## config.mk

```make
export PLATFORM = sky130hd
export DESIGN_NAME = dram_config_control
export DESIGN_NICKNAME = d
export VERILOG_FILES = /design/src/pkg/dram_cfg_pkg.sv /design/src/verilog/cas_timer.sv /design/src/verilog/address_mux.sv /design/src/verilog/dram_config_control.sv
export SDC_FILE = /design/constraint.sdc
export NUM_CORES = 1
export LEC_CHECK = 0
export BUFFER_PORTS_ARGS = -buffer_cell sky130_fd_sc_hd__buf_4
export CORE_MARGIN = 2
export CORE_UTILIZATION = 48
export DETAILED_ROUTE_END_ITERATION = 8
export PLACE_DENSITY_LB_ADDON = 0.1
export SETUP_SLACK_MARGIN = 0.02
export SYNTH_ARGS = -nofsm -noshare
export SYNTH_HDL_FRONTEND = slang
export SYNTH_HIERARCHICAL = 1
export SYNTH_SLANG_ARGS = --single-unit
```

## constraint.sdc

```tcl
create_clock -name clk -period 2.5 [get_ports clk]
set_clock_uncertainty 0.15 [all_clocks]
set_input_delay 0.5 -clock clk [delete_from_list [all_inputs] [get_ports clk]]
set_output_delay 0.5 -clock clk [all_outputs]
set_load 0.02 [all_outputs]
```

## src/pkg/dram_cfg_pkg.sv

```systemverilog
// constants shared by the dram configuration and control block
// assumes a single 25 MHz clock and a synchronous active-high reset
package dram_cfg_pkg;
  // i/o port of the memory control register
  localparam logic [15:0] MEM_CTRL_PORT  = 16'h3872;
  localparam logic [15:0] MEM_CTRL_RESET = 16'h0000;
  // bit 14 is reserved: never stored, reads as zero
  localparam logic [15:0] MEM_CTRL_WMASK = 16'hBFFF;
  // field positions
  localparam int STROBE_WIDTH_BIT = 15;
  localparam int HIT_MODE_LSB     = 12;
  localparam int PAGE_MODE_BIT    = 11;
  localparam int ILV_LSB          = 8;
  // read cas width in half clocks, and the whole clocks it spans
  localparam int CAS_HALF_SLOW   = 5;
  localparam int CAS_HALF_FAST   = 4;
  localparam logic [1:0] CAS_CYCLES_SLOW = 2'((CAS_HALF_SLOW + 1) / 2);
  localparam logic [1:0] CAS_CYCLES_FAST = 2'((CAS_HALF_FAST + 1) / 2);
  // on-board disable window in 128 kbyte blocks
  localparam logic [6:0] DIS_LIMIT_BLK = 7'h05;
  localparam logic [6:0] DIS_512K_BLK  = 7'h04;
  localparam logic [6:0] DIS_256K_BLK  = 7'h02;
  localparam logic [6:0] DIS_128K_BLK  = 7'h01;
  // log2 of one bank's size in 128 kbyte units, per density step
  localparam logic [3:0] BANK_LOG_STEP = 4'h2;
  // modes of the shared pin and cache logic
  typedef enum logic [1:0] {
    HIT_OFF     = 2'b00,
    HIT_CACHE   = 2'b01,
    HIT_EXT_PAR = 2'b10,
    HIT_EXT_CLK = 2'b11
  } hit_mode_t;
  // interleave codes
  typedef enum logic [2:0] {
    ILV_NONE  = 3'b000,
    ILV_LOW   = 3'b001,
    ILV_HIGH  = 3'b010,
    ILV_BOTH  = 3'b011,
    ILV_FOUR  = 3'b100
  } ilv_t;
endpackage

```

## src/verilog/cas_timer.sv

```systemverilog
// read/write cas pulse timer
// assumes start is a one-cycle pulse from the cycle sequencer
`timescale 1ns/1ps
`default_nettype none
module cas_timer (
  // clock and reset
  input  wire logic clk,
  input  wire logic rst,
  // control
  input  wire logic start,
  input  wire logic fast,
  // status
  output logic      active,
  output logic      trim,
  output logic      last
);
  typedef struct packed {
    logic [1:0] left;  // cycles of cas still to run
    logic       half;  // pulse ends on a half clock
  } timer_t;
  timer_t cur;
  timer_t next_cur;

  // load on start, count down while running
  always_comb begin
    next_cur = cur;
    if (start) begin
      next_cur.left = fast ? dram_cfg_pkg::CAS_CYCLES_FAST : dram_cfg_pkg::CAS_CYCLES_SLOW;
      next_cur.half = !fast;
    end else if (cur.left != 2'h0) begin
      next_cur.left = cur.left - 2'h1;
    end
  end

  always_ff @(posedge clk) begin
    if (rst) begin
      cur <= '0;
    end else begin
      cur <= next_cur;
    end
  end

  assign active = cur.left != 2'h0;
  assign last   = cur.left == 2'h1;
  // pad releases mid-cycle in the last clock of a 2.5 clock pulse
  assign trim   = last && cur.half;
endmodule
`default_nettype wire

```

## src/verilog/address_mux.sv

```systemverilog
// eleven-line memory address bus: row, column, chip select code, peripheral data
// assumes the select inputs are mutually exclusive per cycle
`timescale 1ns/1ps
`default_nettype none
module address_mux (
  // clock and reset
  input  wire logic        clk,
  input  wire logic        rst,
  // dram phase
  input  wire logic        row_phase,
  input  wire logic        col_phase,
  input  wire logic [10:0] row_addr,
  input  wire logic [10:0] col_addr,
  // i/o phase
  input  wire logic        io_cycle,
  input  wire logic [3:0]  chip_select_code,
  input  wire logic        periph_write,
  input  wire logic [7:0]  periph_wdata,
  // bus
  output logic [10:0]      addr,
  output logic             addr_oe,
  output logic             chip_select_msb
);
  typedef struct packed {
    logic [10:0] addr;
    logic        oe;
    logic        msb;
  } mux_t;
  mux_t cur;
  mux_t next_cur;

  // pick what the bus carries next cycle
  always_comb begin
    next_cur     = cur;
    next_cur.oe  = 1'b1;
    if (row_phase) begin
      next_cur.addr = row_addr;
    end else if (col_phase) begin
      next_cur.addr = col_addr;
    end else if (io_cycle) begin
      next_cur.addr[10:8] = chip_select_code[2:0];
      next_cur.msb        = chip_select_code[3];
      next_cur.addr[7:0]  = periph_wdata;
      // the whole bus turns round when the peripheral drives data
      next_cur.oe         = periph_write;
    end
  end

  always_ff @(posedge clk) begin
    if (rst) begin
      cur <= '{addr: 11'h000, oe: 1'b1, msb: 1'b0};
    end else begin
      cur <= next_cur;
    end
  end

  assign addr            = cur.addr;
  assign addr_oe         = cur.oe;
  assign chip_select_msb = cur.msb;

  property p_row_on_bus;
    @(posedge clk) disable iff (rst) row_phase |=> addr == $past(row_addr);
  endproperty
  a_row_on_bus: assert property (p_row_on_bus) else $error("row address not on bus");

  property p_cs_code;
    @(posedge clk) disable iff (rst)
      (io_cycle && !row_phase && !col_phase) |=>
        {chip_select_msb, addr[10:8]} == $past(chip_select_code);
  endproperty
  a_cs_code: assert property (p_cs_code) else $error("chip select code wrong");
endmodule
`default_nettype wire

```

## src/verilog/dram_config_control.sv

```systemverilog
// dram configuration and control: memory control register, cycle sequencer,
// cas timing, write protect, on-board disable window, bank size decode
// assumes the cpu i/o strobes and memory cycle requests are synchronous to clk
`timescale 1ns/1ps
`default_nettype none
module dram_config_control (
  // clock and reset
  input  wire logic        clk,
  input  wire logic        rst,
  // cpu i/o port access
  input  wire logic [15:0] io_addr,
  input  wire logic        io_write,
  input  wire logic        io_read,
  input  wire logic [15:0] io_wdata,
  output logic [15:0]      io_rdata,
  // memory cycle request
  input  wire logic        mem_start,
  input  wire logic        mem_is_read,
  input  wire logic [23:0] mem_cpu_addr,
  input  wire logic [10:0] mem_row_addr,
  input  wire logic [10:0] mem_col_addr,
  input  wire logic        memory_write_strobe,
  input  wire logic        write_protect,
  input  wire logic [1:0]  disable_stage,
  output logic             mem_done,
  output logic             mem_abort,
  output logic             onboard_hit,
  output logic             wait_state,
  // peripheral i/o cycle
  input  wire logic        io_cycle,
  input  wire logic [3:0]  chip_select_code,
  input  wire logic        periph_write,
  input  wire logic [7:0]  periph_wdata,
  // dram pins
  output logic [10:0]      memory_mux_address,
  output logic             memory_mux_address_oe,
  output logic             chip_select_msb,
  output logic             ras,
  output logic             cas,
  output logic             cas_trim,
  // cache and shared pin
  input  wire logic        hold_ack_done,
  input  wire logic        cache_hit_ready_input,
  input  wire logic        cas_input_mode,
  input  wire logic        parity_error_internal,
  input  wire logic        parity_error_pin_in,
  output logic             parity_error_pin_out,
  output logic             parity_error_pin_oe,
  output logic             parity_error_seen,
  output logic [1:0]       hit_mode_field,
  output logic             pin_is_ready_input,
  output logic             pin_is_alt_clock,
  output logic             pin_is_parity,
  // decoded configuration
  output logic             word_interleave,
  output logic             page_interleave,
  output logic [15:0]      bank_extent_log
);
  // sequencer states
  typedef enum logic [2:0] {
    ST_IDLE = 3'b000,
    ST_WAIT = 3'b001,
    ST_ROW  = 3'b010,
    ST_COL  = 3'b011,
    ST_END  = 3'b100
  } seq_t;

  typedef struct packed {
    logic [15:0]              ctrl;     // memory control register
    dram_cfg_pkg::hit_mode_t  mode;     // mode in force
    logic                     pend;     // a new mode waits for hold ack
    logic [15:0]              rdata;    // read port data
    seq_t                     st;       // cycle sequencer
    logic                     rd;       // current cycle is a read
    logic                     done;     // cycle finished pulse
    logic                     abort;    // cycle aborted pulse
    logic                     hit;      // address falls on-board
    logic                     cas;      // cas pin
    logic                     trim;     // cas ends mid-cycle
    logic                     pe_out;   // parity pin drive level
    logic                     pe_oe;    // parity pin enable
    logic                     pe_seen;  // error taken from parity pin
    logic                     wordi;    // word interleave in force
    logic                     pagei;    // page interleave in force
    logic [15:0]              extent;   // per bank log2 decoded size
    logic                     ras;      // row strobe pin
    logic                     wait_st;  // cache wait state pin
    logic                     pin_rdy;  // shared pin is ready input
    logic                     pin_alt;  // shared pin is alternate clock
    logic                     pin_par;  // shared pin is parity error
  } state_t;

  state_t cur;
  state_t next_cur;

  logic       timer_active;   // cas timer running
  logic       timer_trim;     // half-clock end in this cycle
  logic       timer_last;     // last cas cycle
  logic       timer_start;    // fire the cas timer
  logic       onboard;        // combinational on-board decode
  logic [6:0] blk;            // 128 kbyte block of the cpu address
  logic [6:0] dis_start;      // first disabled block

  cas_timer u_cas_timer (
    .clk    (clk),
    .rst    (rst),
    .start  (timer_start),
    .fast   (cur.ctrl[dram_cfg_pkg::STROBE_WIDTH_BIT] || !cur.rd),
    .active (timer_active),
    .trim   (timer_trim),
    .last   (timer_last)
  );

  address_mux u_address_mux (
    .clk              (clk),
    .rst              (rst),
    .row_phase        (cur.st == ST_ROW),
    .col_phase        (cur.st == ST_COL),
    .row_addr         (mem_row_addr),
    .col_addr         (mem_col_addr),
    .io_cycle         (io_cycle),
    .chip_select_code (chip_select_code),
    .periph_write     (periph_write),
    .periph_wdata     (periph_wdata),
    .addr             (memory_mux_address),
    .addr_oe          (memory_mux_address_oe),
    .chip_select_msb  (chip_select_msb)
  );

  // on-board disable window ends at 640k, start picked by the stage
  always_comb begin
    blk = mem_cpu_addr[23:17];
    unique case (disable_stage)
      2'b01:   dis_start = dram_cfg_pkg::DIS_512K_BLK;
      2'b10:   dis_start = dram_cfg_pkg::DIS_256K_BLK;
      2'b11:   dis_start = dram_cfg_pkg::DIS_128K_BLK;
      default: dis_start = dram_cfg_pkg::DIS_LIMIT_BLK;
    endcase
    onboard = !(blk >= dis_start && blk < dram_cfg_pkg::DIS_LIMIT_BLK);
  end

  assign timer_start = cur.st == ST_ROW;

  // next state of register, sequencer and decode
  always_comb begin
    logic [1:0] dens;
    logic [2:0] interleave_select;
    dens = 2'b00;
    interleave_select  = cur.ctrl[dram_cfg_pkg::ILV_LSB +: 3];
    next_cur       = cur;
    next_cur.done  = 1'b0;
    next_cur.abort = 1'b0;
    // mode switches only once a hold acknowledge has completed
    if (cur.pend && hold_ack_done) begin
      next_cur.mode = dram_cfg_pkg::hit_mode_t'(cur.ctrl[dram_cfg_pkg::HIT_MODE_LSB +: 2]);
      next_cur.pend = 1'b0;
    end
    // register port; reserved bit never stored
    // a write that meets the ack sets pending again, so it is not lost
    if (io_write && io_addr == dram_cfg_pkg::MEM_CTRL_PORT) begin
      next_cur.ctrl = io_wdata & dram_cfg_pkg::MEM_CTRL_WMASK;
      if (io_wdata[dram_cfg_pkg::HIT_MODE_LSB +: 2] != next_cur.mode) begin
        next_cur.pend = 1'b1;
      end
    end
    if (io_read && io_addr == dram_cfg_pkg::MEM_CTRL_PORT) begin
      next_cur.rdata = cur.ctrl;
    end
    // cycle sequencer
    unique case (cur.st)
      ST_IDLE: begin
        if (mem_start) begin
          next_cur.hit = onboard;
          next_cur.rd  = mem_is_read;
          if (onboard && mem_is_read && cur.mode == dram_cfg_pkg::HIT_CACHE) begin
            next_cur.st = ST_WAIT;
          end else if (onboard) begin
            next_cur.st = ST_ROW;
          end else begin
            next_cur.done = 1'b1;
          end
        end
      end
      ST_WAIT: begin
        if (cache_hit_ready_input) begin
          next_cur.st    = ST_IDLE;
          next_cur.abort = 1'b1;
        end else begin
          next_cur.st = ST_ROW;
        end
      end
      ST_ROW: begin
        next_cur.st = ST_COL;
      end
      ST_COL: begin
        // abort a cache read that hits late, cas already timed
        if (cur.mode == dram_cfg_pkg::HIT_CACHE && cur.rd && cache_hit_ready_input) begin
          next_cur.abort = 1'b1;
          next_cur.st    = ST_END;
        end else if (timer_last) begin
          next_cur.st = ST_END;
        end
      end
      ST_END: begin
        next_cur.st   = ST_IDLE;
        next_cur.done = !cur.abort;
      end
      default: begin
        next_cur.st = ST_IDLE;
      end
    endcase
    // pin levels registered from the next state and mode
    next_cur.ras     = next_cur.st == ST_COL || next_cur.st == ST_END;
    next_cur.wait_st = next_cur.st == ST_WAIT;
    next_cur.pin_rdy = next_cur.mode == dram_cfg_pkg::HIT_CACHE;
    next_cur.pin_par = next_cur.mode == dram_cfg_pkg::HIT_EXT_PAR;
    next_cur.pin_alt = next_cur.mode == dram_cfg_pkg::HIT_OFF ||
                       next_cur.mode == dram_cfg_pkg::HIT_EXT_CLK;
    // cas withheld for the whole write strobe of a protected write
    next_cur.cas  = timer_active && !next_cur.abort &&
                    !(write_protect && memory_write_strobe);
    next_cur.trim = timer_trim && next_cur.cas;
    // parity pin turns into an input in mode 11 with cas input mode
    next_cur.pe_oe   = !(cur.mode == dram_cfg_pkg::HIT_EXT_CLK && cas_input_mode);
    next_cur.pe_out  = parity_error_internal;
    next_cur.pe_seen = !next_cur.pe_oe && parity_error_pin_in;
    // interleave style follows the page bit
    next_cur.wordi = interleave_select != 3'b000 && !cur.ctrl[dram_cfg_pkg::PAGE_MODE_BIT];
    next_cur.pagei = interleave_select != 3'b000 && cur.ctrl[dram_cfg_pkg::PAGE_MODE_BIT];
    // per bank decoded size, raised by its interleave grouping
    for (int b = 0; b < 4; b++) begin
      dens = cur.ctrl[2*b +: 2];
      next_cur.extent[4*b +: 4] = 4'(dens * dram_cfg_pkg::BANK_LOG_STEP);
      if (interleave_select == dram_cfg_pkg::ILV_FOUR) begin
        next_cur.extent[4*b +: 4] = 4'(dens * dram_cfg_pkg::BANK_LOG_STEP + 4'h2);
      end else if ((b < 2 && (interleave_select == dram_cfg_pkg::ILV_LOW || interleave_select == dram_cfg_pkg::ILV_BOTH)) ||
                   (b >= 2 && (interleave_select == dram_cfg_pkg::ILV_HIGH || interleave_select == dram_cfg_pkg::ILV_BOTH))) begin
        next_cur.extent[4*b +: 4] = 4'(dens * dram_cfg_pkg::BANK_LOG_STEP + 4'h1);
      end
    end
  end

  // whole state registered; reset clears every field except pe_oe and pin_alt, which it sets
  always_ff @(posedge clk) begin
    if (rst) begin
      cur       <= '0;
      cur.ctrl  <= dram_cfg_pkg::MEM_CTRL_RESET;
      cur.mode  <= dram_cfg_pkg::HIT_OFF;
      cur.st    <= ST_IDLE;
      cur.pe_oe <= 1'b1;
      cur.pin_alt <= 1'b1;
    end else begin
      cur <= next_cur;
    end
  end

  // outputs, all from flops
  assign io_rdata             = cur.rdata;
  assign mem_done             = cur.done;
  assign mem_abort            = cur.abort;
  assign onboard_hit          = cur.hit;
  assign wait_state           = cur.wait_st;
  assign ras                  = cur.ras;
  assign cas                  = cur.cas;
  assign cas_trim             = cur.trim;
  assign parity_error_pin_out = cur.pe_out;
  assign parity_error_pin_oe  = cur.pe_oe;
  assign parity_error_seen    = cur.pe_seen;
  assign hit_mode_field       = cur.mode;
  // shared pin role from the mode in force
  assign pin_is_ready_input   = cur.pin_rdy;
  assign pin_is_parity        = cur.pin_par;
  assign pin_is_alt_clock     = cur.pin_alt;
  assign word_interleave      = cur.wordi;
  assign page_interleave      = cur.pagei;
  assign bank_extent_log      = cur.extent;

  property p_wp_no_cas;
    @(posedge clk) disable iff (rst) (write_protect && memory_write_strobe) |=> !cas;
  endproperty
  a_wp_no_cas: assert property (p_wp_no_cas) else $error("cas during protected write");

  property p_slow_cas;
    @(posedge clk) disable iff (rst)
      ($rose(cas) && cur.rd && !cur.ctrl[15] && !write_protect && !cache_hit_ready_input)
        |-> cas [*3] ##0 cas_trim;
  endproperty
  a_slow_cas: assert property (p_slow_cas) else $error("slow read cas not 2.5 clocks");

  property p_fast_cas;
    @(posedge clk) disable iff (rst)
      ($rose(cas) && cur.ctrl[15]) |-> !cas_trim ##2 !cas;
  endproperty
  a_fast_cas: assert property (p_fast_cas) else $error("fast cas not 2 clocks");

  property p_cache_wait;
    @(posedge clk) disable iff (rst)
      (mem_start && !wait_state && !ras && mem_is_read && onboard &&
       hit_mode_field == 2'b01 && cur.st == ST_IDLE) |=> wait_state ##1 !ras;
  endproperty
  a_cache_wait: assert property (p_cache_wait) else $error("no cache wait state");

  property p_hit_abort;
    @(posedge clk) disable iff (rst)
      (wait_state && cache_hit_ready_input) |=> mem_abort && !ras ##1 !cas;
  endproperty
  a_hit_abort: assert property (p_hit_abort) else $error("hit did not abort read");

  property p_mode_held;
    @(posedge clk) disable iff (rst) !hold_ack_done |=> $stable(hit_mode_field);
  endproperty
  a_mode_held: assert property (p_mode_held) else $error("mode changed without hold ack");

  property p_parity_input;
    @(posedge clk) disable iff (rst)
      (hit_mode_field == 2'b11 && cas_input_mode) |=> !parity_error_pin_oe;
  endproperty
  a_parity_input: assert property (p_parity_input) else $error("parity pin still driven");

  property p_disabled_window;
    @(posedge clk) disable iff (rst)
      (mem_start && cur.st == ST_IDLE && !onboard) |=> mem_done && !onboard_hit ##1 !ras;
  endproperty
  a_disabled_window: assert property (p_disabled_window) else $error("disabled memory used");

  property p_reserved_zero;
    @(posedge clk) disable iff (rst) io_rdata[14] == 1'b0;
  endproperty
  a_reserved_zero: assert property (p_reserved_zero) else $error("reserved bit set");

  property p_page_ilv;
    @(posedge clk) disable iff (rst) !(word_interleave && page_interleave);
  endproperty
  a_page_ilv: assert property (p_page_ilv) else $error("both interleave styles");

  c_read_cycle: cover property (@(posedge clk) disable iff (rst) mem_done && cur.rd);
  c_abort:      cover property (@(posedge clk) disable iff (rst) mem_abort);
  c_mode_swap:  cover property (@(posedge clk) disable iff (rst) $changed(hit_mode_field));
  c_protect:    cover property (@(posedge clk) disable iff (rst) write_protect && memory_write_strobe && ras);
endmodule
`default_nettype wire

```

---- Word-level counts from Yosys, hierarchy flattened ----
Cells that the tools add are included.
word-level totals
  flip-flop bits (word level) ............. 84
  bits of input ports ..................... 107
  output and inout bits ................... 62
  word-level logic and storage cells ...... 133
cells by class
  add/subtract/negate cells ............... 9
  order comparisons ....................... 2
  equal/unequal tests ..................... 22
  multiplexer cells ....................... 31
  bitwise operators ....................... 3
  reductions and logical operators ........ 39
operators by type and width
  kind                                                                      number
  4-bit two-way mux                                                         8
  11-bit two-way mux                                                        2
  1-bit logical AND                                                         17
  3-bit by 1-bit adder with 4-bit output (second input constant)            4
  3-bit by 2-bit adder with 4-bit output (second input constant)            4
  16-bit by 14-bit equality test with 1-bit output (second input constant)  1
  3-bit by 2-bit equality test with 1-bit output (second input constant)    5
  3-bit two-way mux                                                         5
  13-bit two-way mux                                                        1
  3-bit one-hot mux with 4 select lines                                     1
  2-bit equality test (second input constant)                               5
  3-bit by 1-bit equality test with 1-bit output (second input constant)    3
  3-bit equality test (second input constant)                               3
  3-bit one-hot mux with 3 select lines                                     1
  2-bit by 1-bit equality test with 1-bit output (second input constant)    4
  1-bit zero test                                                           8
  7-bit >= comparator                                                       1
  7-bit by 3-bit < comparator with 1-bit output (second input constant)     1
  1-bit two-way mux                                                         7
  2-bit two-way mux                                                         3
  3-bit nonzero test                                                        2
  1-bit logical OR                                                          5
  5-bit two-way mux                                                         1
  1-bit one-hot mux with 2 select lines                                     2
  other kinds (9)                                                           12

---- Longest topological paths before layout ----
  depth after elaboration ................. 12
  depth in mapped cells ................... 8
  gate-level depth less buffers ........... 8

---- Modules after synthesis ----
Netlist, hierarchy kept.
by module, submodules not included
  module               instances  cells each  area an instance (um^2)  seq. area each (um^2)
  dram_config_control  1          312         2980.4                   1321.3
  address_mux          1          91          833.3                    260.2
  cas_timer            1          16          160.2                    60.1

---- Worst setup path after synthesis ----
Ideal clock, no wire load.
  path type ............................... input port to flip-flop
  start point ............................. input io_addr[2]
  end point ............................... register cur (netlist bit io_rdata[10])
  library setup time ...................... 72 ps
  arrival time ............................ 2001 ps
  data required time ...................... 2278 ps
  slack ................................... 278 ps
  cell stages on the path ................. 6
  path buffers ............................ 2
  cell sequence ........................... or4b_4 > nor4_4 > and2_1 > buf_6 > buf_12 > mux2i_1
on the way
  word-level cells in the longest chain between the ends .. 2
ends and longest elaborated chain
  item                                              line                        text
  start, declared                                   dram_config_control.sv:11   input wire logic [15:0] io_addr,
  16-bit by 14-bit equality test with 1-bit output  dram_config_control.sv:166  if (io_read && io_addr == dram_cfg_pkg::MEM_CTRL_PORT) begin
  1-bit logical AND                                 dram_config_control.sv:166
  end signal, assigned                              dram_config_control.sv:253  cur <= next_cur;
  end, declared                                     dram_config_control.sv:93   state_t cur;
Every way passes these cells.
A chain may end at the register's enable or synchronous reset.

---- Worst setup path after layout ----
  start point ............................. register cur[33] (netlist bit)
  end point ............................... register u_address_mux.cur (netlist bit u_address_mux/addr[10])
on the way
  word-level cells in the longest chain between the ends .. 3
  elaborated cells on any way between the ends .. 5
  those cells by class .................... 2 x eq/ne; 2 x mux; 1 x reduce/logical
ends and longest elaborated chain
  item                                            line                        text
  3-bit by 2-bit equality test with 1-bit output  dram_config_control.sv:118  .col_phase (cur.st == ST_COL),
  11-bit two-way mux                              address_mux.sv:38           end else if (col_phase) begin
  11-bit two-way mux                              address_mux.sv:36           if (row_phase) begin
  end signal, assigned                            address_mux.sv:51           cur <= '{addr: 11'h000, oe: 1'b1, msb: 1'b0};
  end signal, assigned                            address_mux.sv:53           cur <= next_cur;
  end, declared                                   address_mux.sv:29           mux_t cur;
Several ways; a longest one is shown, not always the timed one.

==> impl_metrics.csv <==
group,metric,value,unit
status,status,"finished clean",
finish,diodes,0,
floorplan,start_util,0.489,
finish,layout.nets,654,
routing,vias_per_cell,5.02,
routing,drtPass1Iterations,4,
synthesis,synthFlopType,"dfxtp_1",
synthesis,ys_seq_area_frac,0.413,
place,hpwlAfterDp,6460,um
synthesis,syn_area,3970,um^2
pwr,p_comb_frac,0.175,
critical_path,worstReg2RegStart,"cur[33]",
sta,worst_pin_slew,0.524,ns
job,max_cap_violations,0,
clocking,cts_buffer_depth,2,
floorplan,die_x,95.0,um
place,gp_congestion,0.732,
routing,ant_nets,0,
floorplan,dieHeight,95.0,um
finish,final_common_cell,"buf_4",
pwr,leakage,2.37,nW
sta,finalHoldViolations,0,
grt,grt_pass1_wl,14100,um
sta,setup_viol,0,
routing,finalWirelength,8870,um
place,io_buffers,149,
routing,drt_iter0_drc,106,
critical_path,ff2ff_path_depth,6,
critical_path,rrSetupSlack,0.43,ns
synthesis,yosys.cell_types.count,59,
sta,slew_viol_final,0,
routing,wire_per_inst,13.8,um
synthesis,synth-edff-count,0,
worst_hold_path,hold_path_end,"u_address_mux/addr_oe",
critical_path,r2r_end,"u_address_mux/addr[10]",
sta,slew_headroom,0.641,
pwr,p_total,2.99,mW
finish,drive_above_1_share,0.396,
clocking,clock_tree.htree_level_count,3,
synthesis,ys_ff_latch,82,
critical_path,cp_slowest_cell,"dfxtp_1",
floorplan,num_io_pins,169,
clocking,clock-sinks,82,
sta,tns,0,ns
finish,mostFrequentLayoutCells,"buf_4 (158), dfxtp_1 (82), nand2_1 (32), nor2_1 (29), inv_1 (26)",
grt,grt_max_degree,55,
critical_path,start_kind,"flop",
floorplan,fp-row-count,33,
finish,area_delta_synth_final,30.0,%
floorplan,die_area,9020,um^2
grt,grt_pass1_vias,3005,
clocking,root_buffer,"clkbuf_8",
critical_path,crit_top_cell,"nor2_1",
clocking,cts_tree,"built",
synthesis,synthArstFlopShare,0,
pwr,seqPwrFrac,0.465,
worst_hold_path,hold_start,"periph_write",
grt,grt.total_usage,0.202,
clocking,cts_resized,0,
synthesis,avgSynthCellArea,9.48,um^2
grt,grt_antenna_before_repair,0,
critical_path,path_cells,"nand2b_1 > nor2_1 > buf_4 > or3_1 > nor2_1 > a2111oi_1",
worst_hold_path,hold_depth,3,
synthesis,syn_inst,419,
finish,nFillCells,709,
sta,rsz0062_at_grt,"no",
pwr,switching_share,0.265,
clocking,cts_buffers,9,
routing,drc_errors,0,
pwr,p_per_area,579,nW/um^2
critical_path,endpoint_kind,"flop",
routing,via_count,3226,
critical_path,critPathKind,"flop to flop",
critical_path,cp.required,2.59,ns
clocking,cts_setup_buffers,0,
sta,fmax,0.484,GHz
synthesis,yosysWarnings,6,
critical_path,critPathMaxStageDelay,0.44,ns
pwr,ir_worst_vdd,0.312,mV
grt,grt_overflow,0,
synthesis,syn-num-nets,540,
pwr,clock_power_share,0.360,
clocking,clkLatencyLatePin,0.35,ns
floorplan,design.core.area,8130,um^2
critical_path,critPathArrivalTime,2.15,ns
pwr,p_int,2.20,mW
finish,final_core_util,0.635,
sta,finalCritPeriodShare,0.826,
critical_path,crit_path_max_fanout,24,
pwr,switching_power,793,uW
clocking,clk_pin_slew_worst_paths,0.09,ns
sta,min_period,2.07,ns
worst_hold_path,min_path_type,"input pin to flop",
clocking,holdBufCountCts,0,
sta,fin_hold_ws,0.171,ns
## worst max-delay path by stage
stage | cells after the start | start | slack (ns) | to
after floorplan | 6 | io_addr[2] | 0.28 | io_rdata[10]
after global placement | 6 | io_addr[2] | 0.20 | io_rdata[13]
final | 6 | cur[33] | 0.43 | u_address_mux/addr[10]
after detailed placement | 6 | io_addr[2] | 0.13 | io_rdata[5]
after CTS | 6 | cur[33] | 0.45 | u_address_mux/addr[10]
after global routing | 6 | cur[33] | 0.20 | u_address_mux/addr[10]
## flip-flops by register name, indices dropped and copies added, names as in the netlist, 2 cells and up
signal              cells
bank_extent_log        14
cur                    20
hit_mode_field          2
io_rdata               15
u_address_mux/addr     11
u_cas_timer/cur         3
## logic make-up (layout without fill, tap and decap cells)
kind of cell | after synthesis | in the layout | synth area share
simple gates | 134 | 134 | 0.190
other cells | 1 | 1 | 0.000944
compound gates | 76 | 76 | 0.156
buf+inv | 84 | 203 | 0.126
mux | 23 | 23 | 0.0582
flops | 82 | 82 | 0.413
xor+xnor | 5 | 5 | 0.0110
fa+ha+maj | 14 | 14 | 0.0441
## synthesized netlist by cell type (3+ instances only)
cell	instances	area share
ha_1	14	0.044
mux2i_1	22	0.055
nand2_1	32	0.030
nor2b_1	7	0.011
inv_1	26	0.025
nor3b_1	6	0.011
and3_1	6	0.0094
a2111oi_2	9	0.034
buf_1	3	0.0028
nand2b_1	15	0.024
buf_4	37	0.070
dfxtp_1	82	0.41
a31o_2	7	0.015
nor3_1	4	0.0050
and2_1	7	0.011
a21oi_2	8	0.018
xnor2_1	4	0.0088
buf_2	5	0.0063
or3b_1	9	0.020
a211oi_1	3	0.0057
buf_6	3	0.0085
clkbuf_1	8	0.0076
a21oi_1	21	0.026
a31o_1	8	0.018
o21ai_0	4	0.0050
nor2_1	30	0.028
## stage by stage
step / cells / worst slack, ns / instance area (um^2)
2_1_floorplan: 419 / 0.278 / 3970
3_3_place_gp: 627 / 0.197 / 4940
3_5_place_dp: 627 / 0.130 / 4940
4_1_cts: 643 / 0.447 / 5170
5_1_grt: 643 / 0.200 / 5170
6_report: 643 / 0.435 / 5170
## critical path, delay by kind of cell (launching register included)
kind                   cells  cell delay, ns
buffers and inverters      1            0.25
flip-flops                 1            0.44
AND/OR/NAND/NOR            4            0.80
AO/OA/AOI/OAI              1            0.31
## final cells by class
class | count | area (um^2) | area share
Multi-Input combinational cell | 253 | 1840 | 0.356
Sequential cell | 82 | 1640 | 0.318
Clock buffer | 9 | 124 | 0.0240
Timing Repair Buffer | 160 | 1230 | 0.237
Inverter | 27 | 101 | 0.0196
Clock inverter | 7 | 101 | 0.0196
Tap cell | 105 | 131 | 0.0254
## metal layers
metal | vias up | routed length (um) | track usage
li1 | 1632 | - | -
met1 | 1475 | 3840 | 0.253
met2 | 111 | 4210 | 0.331
met3 | 8 | 734 | 0.0718
met4 | 0 | 84 | 0.0507
met5 | - | 0 | 0
## power by group through the flow
stage / logic (mW) / clock network (mW) / registers (mW)
after floorplan: 0.268 / 0 / 1.46
after global placement: 0.514 / 0 / 1.42
after detailed placement: 0.525 / 0 / 1.42
after CTS: 0.526 / 1.11 / 1.39
after global routing: 0.577 / 1.16 / 1.40
final: 0.523 / 1.08 / 1.39
Note: power is estimated with default switching activity, not from simulation.
